==> src/rtl/lcd_cmd_consts.vh <==
// Constants of the LCD driver command decoder: opcodes, field positions,
// reset values and AXI4-Lite register offsets. Definitions only.
`ifndef LCD_CMD_CONSTS_VH
`define LCD_CMD_CONSTS_VH
`define INIT_FIRST_BYTE 8'h3a
`define INIT_SECOND_BYTE 8'h04
`define REFRESH_BYTE 8'hd0
`define OSC_PREFIX 6'h33
`define PUMP_PREFIX 6'h30
`define BIT_CLK_OUT 1
`define BIT_SRC_SEL 0
`define BIT_PUMP_EN 1
`define BIT_PUMP_MUL 0
`define OFS_CMD 4'h0
`define OFS_STATUS 4'h4
`define OFS_CTRL 4'h8
`define OFS_RAM_WORD 4'hc
`define CAL_WORDS 4
`define CAL_TIME_NS 40
`define CAL_CYCLES ((`CAL_TIME_NS + 9) / 10)
`define FRAME_DIV_DEFAULT 16'h0100
`define RESP_OKAY 2'b00
`define RESP_SLVERR 2'b10
`endif

==> src/rtl/lcd_cmd_decoder.v <==
// Command decoder of a segment LCD driver: initialize, calibration reload,
// oscillator and charge-pump control. Bytes arrive as AXI4-Lite writes.
// Assumes an external clock on clk_pin_in from another domain.
//
// The implementer's own choices: the AXI4-Lite slave port and the register offsets.
`timescale 1ns/1ps
`include "lcd_cmd_consts.vh"
// Behaviour
// Two bytes 3a then 04 reset the whole chip state; the decoder clears only its write-side registers and restarts calibration.
// Calibration reloads on reset, initialize and refresh byte d0.
// Host avoids power-down while a calibration reload runs.
// Byte with prefix 110011: bit1 clock-pin output, bit0 source select.
// Clock flag 0 keeps clock pin 3-state; 1 drives running clock. The decoder drives the pin only while source select is 0.
// Source flag 0 uses internal oscillator; 1 uses clock pin input.
// Pump enabled starts internal oscillator, even with external clock.
// Frame timing derives from the selected clock source.
// Host keeps external clock running once selected.
// Byte with prefix 110000: bit1 enables internal LCD supply.
// Pump bit0 selects multiplier: 0 twice, 1 three times.
// Host sends only defined opcodes.
// Qualifier 0 decodes commands; 1 writes display RAM data.
// First initialize byte waits; reset only if next command matches.
module lcd_cmd_decoder #(
   parameter FRAME_DIV = 16'h0100
) (
   input wire aclk,
   input wire aresetn,
   input wire [31:0] s_axi_awaddr,
   input wire s_axi_awvalid,
   output reg s_axi_awready,
   input wire [31:0] s_axi_wdata,
   input wire [3:0] s_axi_wstrb,
   input wire s_axi_wvalid,
   output reg s_axi_wready,
   output reg [1:0] s_axi_bresp,
   output reg s_axi_bvalid,
   input wire s_axi_bready,
   input wire [31:0] s_axi_araddr,
   input wire s_axi_arvalid,
   output reg s_axi_arready,
   output reg [31:0] s_axi_rdata,
   output reg [1:0] s_axi_rresp,
   output reg s_axi_rvalid,
   input wire s_axi_rready,
   input wire osc_clk,
   input wire clk_pin_in,
   output reg clk_pin_out,
   output reg clk_pin_oe,
   output reg pump_enable,
   output reg pump_multiplier_sel,
   output reg internal_osc_run,
   output reg frame_tick,
   output reg [7:0] ram_data,
   output reg ram_write
);
   localparam ST_IDLE = 3'b001;
   localparam ST_LOAD = 3'b010;
   localparam ST_DONE = 3'b100;
   reg [15:0] aw_addr;
   reg aw_have;
   reg [7:0] w_byte;
   reg [8:0] w_word;
   reg w_have;
   reg w_skip;
   reg clock_pin_output_en;
   reg source_select;
   reg init_pending;
   reg soft_reset;
   reg cal_req;
   reg [2:0] cal_state;
   reg [1:0] cal_addr;
   reg [3:0] cal_wait;
   reg [7:0] cal_value0;
   reg [7:0] cal_value1;
   reg [7:0] cal_value2;
   reg [7:0] cal_value3;
   reg [2:0] osc_sync;
   reg [2:0] ext_sync;
   reg osc_level;
   reg ext_level;
   reg clk_prev;
   reg [15:0] frame_count;
   wire [7:0] cal_rdata;
   wire do_write;
   wire is_cmd;
   wire sel_clk;
   wire sel_edge;
   cal_store #(.AW(2), .DW(8)) u_cal (
      .aclk(aclk),
      .addr(cal_addr),
      .rdata(cal_rdata)
   );
   function prefix_match;
      input [7:0] b;
      input [5:0] p;
      begin
         prefix_match = (b[7:2] == p);
      end
   endfunction
   assign do_write = aw_have && w_have && !s_axi_bvalid;
   // Bit 8 of the data word carries the register-select qualifier
   assign is_cmd = do_write && (aw_addr[3:0] == `OFS_CMD) && !w_word[8] && !w_skip;
   // Synchronisers: the second and third stage must agree before a change counts
   always @(posedge aclk) begin
      if (!aresetn) begin
         osc_sync <= 3'h0;
         ext_sync <= 3'h0;
         osc_level <= 1'b0;
         ext_level <= 1'b0;
      end else begin
         osc_sync <= {osc_sync[1:0], osc_clk};
         ext_sync <= {ext_sync[1:0], clk_pin_in};
         if (osc_sync[2] == osc_sync[1]) begin
            osc_level <= osc_sync[2];
         end
         if (ext_sync[2] == ext_sync[1]) begin
            ext_level <= ext_sync[2];
         end
      end
   end
   assign sel_clk = source_select ? ext_level : osc_level;
   assign sel_edge = sel_clk && !clk_prev;
   // AXI write channel and command decode
   always @(posedge aclk) begin
      if (!aresetn || soft_reset) begin
         s_axi_awready <= 1'b1;
         s_axi_wready <= 1'b1;
         s_axi_bvalid <= 1'b0;
         s_axi_bresp <= `RESP_OKAY;
         aw_have <= 1'b0;
         w_have <= 1'b0;
         aw_addr <= 16'h0000;
         w_byte <= 8'h00;
         w_word <= 9'h000;
         w_skip <= 1'b0;
         clk_pin_oe <= 1'b0;
         internal_osc_run <= 1'b1;
         clock_pin_output_en <= 1'b0;
         source_select <= 1'b0;
         pump_enable <= 1'b0;
         pump_multiplier_sel <= 1'b0;
         init_pending <= 1'b0;
         ram_data <= 8'h00;
         ram_write <= 1'b0;
         cal_req <= 1'b1;
         soft_reset <= 1'b0;
      end else begin
         ram_write <= 1'b0;
         cal_req <= 1'b0;
         clk_pin_oe <= clock_pin_output_en && !source_select;
         internal_osc_run <= !source_select || pump_enable;
         if (s_axi_awvalid && s_axi_awready) begin
            aw_addr <= s_axi_awaddr[15:0];
            aw_have <= 1'b1;
            s_axi_awready <= 1'b0;
         end
         if (s_axi_wvalid && s_axi_wready) begin
            w_word <= s_axi_wstrb[1] ? s_axi_wdata[8:0] : {1'b0, s_axi_wdata[7:0]};
            w_skip <= !s_axi_wstrb[0];
            w_have <= 1'b1;
            s_axi_wready <= 1'b0;
         end
         if (s_axi_bvalid && s_axi_bready) begin
            s_axi_bvalid <= 1'b0;
            s_axi_awready <= 1'b1;
            s_axi_wready <= 1'b1;
         end
         if (do_write) begin
            aw_have <= 1'b0;
            w_have <= 1'b0;
            s_axi_bvalid <= 1'b1;
            s_axi_bresp <= `RESP_OKAY;
            w_byte <= w_word[7:0];
            if (aw_addr[3:0] == `OFS_CMD) begin
               if (w_word[8] && !w_skip) begin
                  ram_data <= w_word[7:0];
                  ram_write <= 1'b1;
               end
            end else if (aw_addr[3:0] == `OFS_CTRL) begin
               s_axi_bresp <= `RESP_OKAY;
            end else begin
               s_axi_bresp <= `RESP_SLVERR;
            end
         end
         if (is_cmd) begin
            init_pending <= (w_word[7:0] == `INIT_FIRST_BYTE);
            if (init_pending && w_word[7:0] == `INIT_SECOND_BYTE) begin
               soft_reset <= 1'b1;
            end else if (w_word[7:0] == `REFRESH_BYTE) begin
               cal_req <= 1'b1;
            end else if (prefix_match(w_word[7:0], `OSC_PREFIX)) begin
               clock_pin_output_en <= w_word[`BIT_CLK_OUT];
               source_select <= w_word[`BIT_SRC_SEL];
               clk_pin_oe <= w_word[`BIT_CLK_OUT] && !w_word[`BIT_SRC_SEL];
               internal_osc_run <= !w_word[`BIT_SRC_SEL] || pump_enable;
            end else if (prefix_match(w_word[7:0], `PUMP_PREFIX)) begin
               pump_enable <= w_word[`BIT_PUMP_EN];
               pump_multiplier_sel <= w_word[`BIT_PUMP_MUL];
               internal_osc_run <= !source_select || w_word[`BIT_PUMP_EN];
            end
         end
      end
   end
   // Calibration reload sequencer
   always @(posedge aclk) begin
      if (!aresetn) begin
         cal_state <= ST_IDLE;
         cal_addr <= 2'b00;
         cal_wait <= 4'h0;
         cal_value0 <= 8'h00;
         cal_value1 <= 8'h00;
         cal_value2 <= 8'h00;
         cal_value3 <= 8'h00;
      end else begin
         case (cal_state)
            ST_IDLE: begin
               if (cal_req) begin
                  cal_state <= ST_LOAD;
                  cal_addr <= 2'b00;
                  cal_wait <= 4'h0;
               end
            end
            ST_LOAD: begin
               if (cal_wait == `CAL_CYCLES - 1) begin
                  cal_wait <= 4'h0;
                  case (cal_addr)
                     2'd0: cal_value0 <= cal_rdata;
                     2'd1: cal_value1 <= cal_rdata;
                     2'd2: cal_value2 <= cal_rdata;
                     default: cal_value3 <= cal_rdata;
                  endcase
                  if (cal_addr == 2'd3) begin
                     cal_state <= ST_DONE;
                  end else begin
                     cal_addr <= cal_addr + 2'd1;
                  end
               end else begin
                  cal_wait <= cal_wait + 4'h1;
               end
            end
            ST_DONE: begin
               cal_state <= cal_req ? ST_LOAD : ST_IDLE;
               cal_addr <= 2'b00;
            end
            default: cal_state <= ST_IDLE;
         endcase
      end
   end
   // AXI read channel
   always @(posedge aclk) begin
      if (!aresetn) begin
         s_axi_arready <= 1'b1;
         s_axi_rvalid <= 1'b0;
         s_axi_rdata <= 32'h00000000;
         s_axi_rresp <= `RESP_OKAY;
      end else if (s_axi_rvalid) begin
         if (s_axi_rready) begin
            s_axi_rvalid <= 1'b0;
            s_axi_arready <= 1'b1;
         end
      end else if (s_axi_arvalid) begin
         s_axi_arready <= 1'b0;
         s_axi_rvalid <= 1'b1;
         s_axi_rresp <= `RESP_OKAY;
         case (s_axi_araddr[3:0])
            `OFS_CMD: s_axi_rdata <= {24'h000000, w_byte};
            `OFS_STATUS: s_axi_rdata <= {cal_value3, cal_value2, cal_value1, cal_value0[7:6],
               init_pending, cal_state != ST_IDLE, pump_multiplier_sel, pump_enable,
               clock_pin_output_en, source_select};
            `OFS_CTRL: s_axi_rdata <= {16'h0000, FRAME_DIV};
            default: begin
               s_axi_rdata <= 32'h00000000;
               s_axi_rresp <= `RESP_SLVERR;
            end
         endcase
      end
   end
   // Clock pin output level and frame timing
   always @(posedge aclk) begin
      if (!aresetn) begin
         clk_prev <= 1'b0;
         clk_pin_out <= 1'b0;
         frame_count <= 16'h0000;
         frame_tick <= 1'b0;
      end else begin
         clk_prev <= sel_clk;
         clk_pin_out <= osc_level;
         frame_tick <= 1'b0;
         if (sel_edge) begin
            if (frame_count == FRAME_DIV - 16'h0001) begin
               frame_count <= 16'h0000;
               frame_tick <= 1'b1;
            end else begin
               frame_count <= frame_count + 16'h0001;
            end
         end
      end
   end
endmodule // lcd_cmd_decoder

==> src/rtl/cal_store.v <==
// Small one-time-programmable calibration store, modelled as a ROM.
// Assumes a single clock; read data appear one cycle after the address.
`timescale 1ns/1ps
module cal_store #(
   parameter AW = 2,
   parameter DW = 8
) (
   input wire aclk,
   input wire [AW-1:0] addr,
   output reg [DW-1:0] rdata
);
   function [DW-1:0] rom;
      input [AW-1:0] a;
      begin
         rom = {{(DW-AW){1'b0}}, a} ^ {DW{1'b1}};
      end
   endfunction
   always @(posedge aclk) begin
      rdata <= rom(addr);
   end
endmodule // cal_store

==> config.mk <==
export PLATFORM = sky130hd
export DESIGN_NAME = lcd_cmd_decoder
export DESIGN_NICKNAME = d
export VERILOG_FILES = /design/src/rtl/lcd_cmd_decoder.v /design/src/rtl/cal_store.v
export VERILOG_INCLUDE_DIRS = /design/src /design/src/rtl
export SDC_FILE = /design/constraint.sdc
export NUM_CORES = 1
export LEC_CHECK = 0
export ABC_AREA = 1
export ABC_CLOCK_PERIOD_IN_PS = 3200
export BUFFER_PORTS_ARGS = -buffer_cell sky130_fd_sc_hd__buf_2
export CAP_MARGIN = 10
export CELL_PAD_IN_SITES_DETAIL_PLACEMENT = 2
export CELL_PAD_IN_SITES_GLOBAL_PLACEMENT = 2
export CORE_UTILIZATION = 29
export DETAILED_ROUTE_END_ITERATION = 7
export PLACE_DENSITY = 0.84
export SLEW_MARGIN = 20
export SYNTH_ARGS = -nofsm -noshare
export SYNTH_HDL_FRONTEND = slang
export SYNTH_SLANG_ARGS = --single-unit
export TNS_END_PERCENT = 50
==> constraint.sdc <==
create_clock -name aclk -period 3.2 [get_ports aclk]
set_input_delay 0.64 -clock aclk [delete_from_list [all_inputs] [get_ports aclk]]
set_output_delay 0.64 -clock aclk [all_outputs]
set_load 0.005 [all_outputs]
==> flow_summary.json <==
{
  "nNetsFinal": 843,
  "async_reset_ff_share_pct": 0,
  "critical_path.max_stage_delay_ns": 0.45,
  "synthTopCellsByCount": "nand2_1, dfxtp_1, inv_1, nor2_1, a21oi_1",
  "r2r_start": "s_axi_bvalid",
  "fp.dieH_um": 131,
  "maxSlewHeadroom_pct": 61.3,
  "fin_util_pct": 37.4,
  "critPathRequiredTime_ns": 3.50,
  "swShare_pct": 24.2,
  "crit_type": "input port to flop",
  "cap_viol_max_count": 0,
  "cts_tree": "yes",
  "startpoint_type": "input port",
  "synthXorXnorAreaFrac_pct": 0.726,
  "p_leak_nw": 2.62,
  "seq_area_um2": 2280,
  "multiInputGateArea_um2": 2020,
  "avgViaCountPerCell": 4.73,
  "cts_setup_buffers": 0,
  "seq_area_frac_synth_pct": 47.3,
  "firstDrtPassIters": 4,
  "clkTransAtPathRegs_ns": 0.05,
  "cts-root-buf": "clkbuf_16",
  "fp.dieW_um": 131,
  "worstPathCellList": "buf_2, inv_2, nor2_2, buf_4, inv_1, nor4_1",
  "netlist_instances": 655,
  "path_buf_inv": 4,
  "timing.reg2reg.setup_slack_ns": 1.38,
  "crit_cells": 6,
  "yosys.area_share.simple_pct": 24.4,
  "fillers": 1874,
  "synth_top_family_by_area": "simple AND/OR/NAND/NOR gates",
  "core-area_um2": 16100,
  "hold_path.class": "input port to flop",
  "cp.arrival_ns": 2.22,
  "syn_avg_cell_area_um2": 7.37,
  "rows": 46,
  "end_kind": "flop",
  "cts.sink_count": 114,
  "areaGrowthSynthToFinish_pct": 24.3,
  "die-area_um2": 17200,
  "min_to": "w_skip",
  "diodes": 0,
  "synth_ff_type": "dfxtp_1",
  "ctsResizeCount": 0,
  "synth_top_area_cell": "dfxtp_1",
  "routabilityCongestion": 0.787,
  "cellPowerDensity_nw_per_um2": 662,
  "clkPwrFrac_pct": 53.4,
  "track_usage_pct": 18.2,
  "intPower_mw": 3.01,
  "holdPathStages": 2,
  "ant_nets": 0,
  "setup_violations": 0,
  "cts_buffers": 17,
  "drive_above_1_share_pct": 18.4,
  "io_buffers": 81,
  "slowest_stage": "buf_2",
  "finClkSkew_ns": 0.00693,
  "synth_cell_type_count": 37,
  "clock_latency_ns": 0.42,
  "overflow": 0,
  "netlist_area_um2": 4830,
  "grt_antenna_before_repair": 0,
  "muxShareOfSynthArea_pct": 0,
  "synth_compound_area_share_pct": 14.8,
  "yosysMostFrequentCell": "nand2_1",
  "worstMarginPinSlew_ns": 0.579,
  "synth_adder_area_share_pct": 1.81,
  "timing.fmax_ghz": 0.521,
  "min_from": "s_axi_wstrb[0]",
  "path_delay_family": "buffers and inverters",
  "postRouteWirelength_um": 14200,
  "yosys_warnings": 0,
  "p_seq_share_pct": 38.5,
  "synth-edff-count": 0,
  "drc": 0,
  "r2r_cells": 6,
  "layout_min_cycle_time_ns": 1.92,
  "grt_first_pass_wirelength_um": 24100,
  "fin_tns_setup_ns": 0,
  "vias": 4519,
  "synth-seq-cells": 114,
  "start_util_pct": 30.1,
  "grt_max_degree": 33,
  "status": "completed",
  "hold_viol_final": 0,
  "hold_buffers": 0,
  "peakVddDrop_uv": 400,
  "slew_violations": 0,
  "htree_num_levels": 4,
  "yosysTopAreaCellShare_pct": 47.3,
  "timing.rr.end": "ram_data[0]",
  "grt_pass1_vias": 4943,
  "p_comb_share_pct": 8.1,
  "switchingPower_mw": 0.959,
  "period_share_pct": 60.0,
  "clock_path_buffers": 2,
  "routedWlPerCell_um": 14.9,
  "grt_setup_unrepaired": "false",
  "io_pins": 165,
  "dp_hpwl_um": 10100,
  "dr.first_iter.drc_count": 100,
  "cp_max_fo": 32,
  "synth.area.top_cells": "dfxtp_1, nand2_1, a21oi_1, inv_1, nor2_1"
}
==> kinds of logic (layout without fill, tap and decap cells) <==
logic type / count (synthesis) / count (layout)
xor gates and xnor gates: 4 / 4
DFF: 114 / 114
AOI/OAI and AO/OA: 136 / 136
and+or+nand+nor: 271 / 271
buffers and inverters: 122 / 206
adders and majority gates: 7 / 7
other: 1 / 2
==> metrics by stage <==
| step | worst slack, ns | cells | area [um2] | hold WS (ns) | total power [mW] |
|---|---|---|---|---|---|
| 2_1_floorplan | 1.70 | 656 | 4830 | 0.390 | 1.77 |
| 3_3_place_gp | 0.943 | 924 | 5340 | 0.398 | 1.85 |
| 3_5_place_dp | 0.801 | 924 | 5340 | 0.411 | 1.88 |
| 4_1_cts | 1.25 | 956 | 6000 | 0.392 | 4.02 |
| 5_1_grt | 1.10 | 956 | 6000 | 0.407 | 4.15 |
| 6_report | 1.28 | 956 | 6000 | 0.404 | 3.97 |
==> registers in the layout (all words and copies together) (netlist names), 3 cells and up <==
signal,flops
aw_addr,4
frame_count,16
ram_data,8
ext_sync,3
cal_value3,3
cal_value1,3
cal_state,3
s_axi_rdata,17
cal_wait,4
w_word,9
osc_sync,3
w_byte,8
cal_value2,3
==> cells in the final DEF (no fill, tap or decap), drive strengths merged <==
cell type	count
a211oi	2
a21oi	66
a31oi	2
buf	84
bufinv	5
clkbuf	20
clkinv	4
clkinvlp	3
conb	2
dfxtp	114
ha	7
inv	90
nand2	136
nand3	30
nand4	8
nor2	84
nor2b	1
nor3	9
nor3b	1
nor4	2
o2111ai	1
o211a	1
o21a	2
o21ai	54
o21bai	1
o22ai	7
xnor2	1
xor2	3
==> power by group through the flow <==
stage | combinational [mW] | sequential [mW] | clock [mW]
after floorplan | 0.225 | 1.55 | 0
after global placement | 0.301 | 1.55 | 0
after detailed placement | 0.322 | 1.56 | 0
after CTS | 0.330 | 1.53 | 2.16
after global routing | 0.372 | 1.54 | 2.24
final | 0.321 | 1.53 | 2.12
==> worst register-to-register path, cell delays in order, from the launching register on <==
cell and delay (ns):
dfxtp_1 0.32, inv_1 0.08, nand3_2 0.29, nor2_1 0.35
nand3_2 0.31, o21ai_0 0.28, a21oi_1 0.07
==> layer usage <==
layer	vias to the layer above	track usage [%]	part of all wire, %
li1	2223	-	-
met1	2208	20.1	44
met2	72	33.8	52
met3	16	4.03	2.9
met4	0	6.90	1.3
met5	-	0	0
==> final cells by class <==
| class | instances | share of cell area, % |
|---|---|---|
| inverters | 90 | 5.63 |
| repair buffers | 84 | 7.13 |
| multi-input cells | 420 | 33.7 |
| well taps | 216 | 4.50 |
| flip-flops and latches | 114 | 38.0 |
| clock buffers | 20 | 7.61 |
| clock inverters | 12 | 3.40 |
==> how the worst max path moves through the flow <==
stage | slack, ns | endpoint | from
floorplan | 1.70 | s_axi_rdata[5] | s_axi_araddr[1]
global placement | 0.94 | s_axi_awready | aresetn
detailed placement | 0.80 | soft_reset | aresetn
CTS | 1.25 | soft_reset | aresetn
global route | 1.10 | soft_reset | aresetn
finish | 1.28 | soft_reset | aresetn
Note: power is estimated with default switching activity, not from simulation.
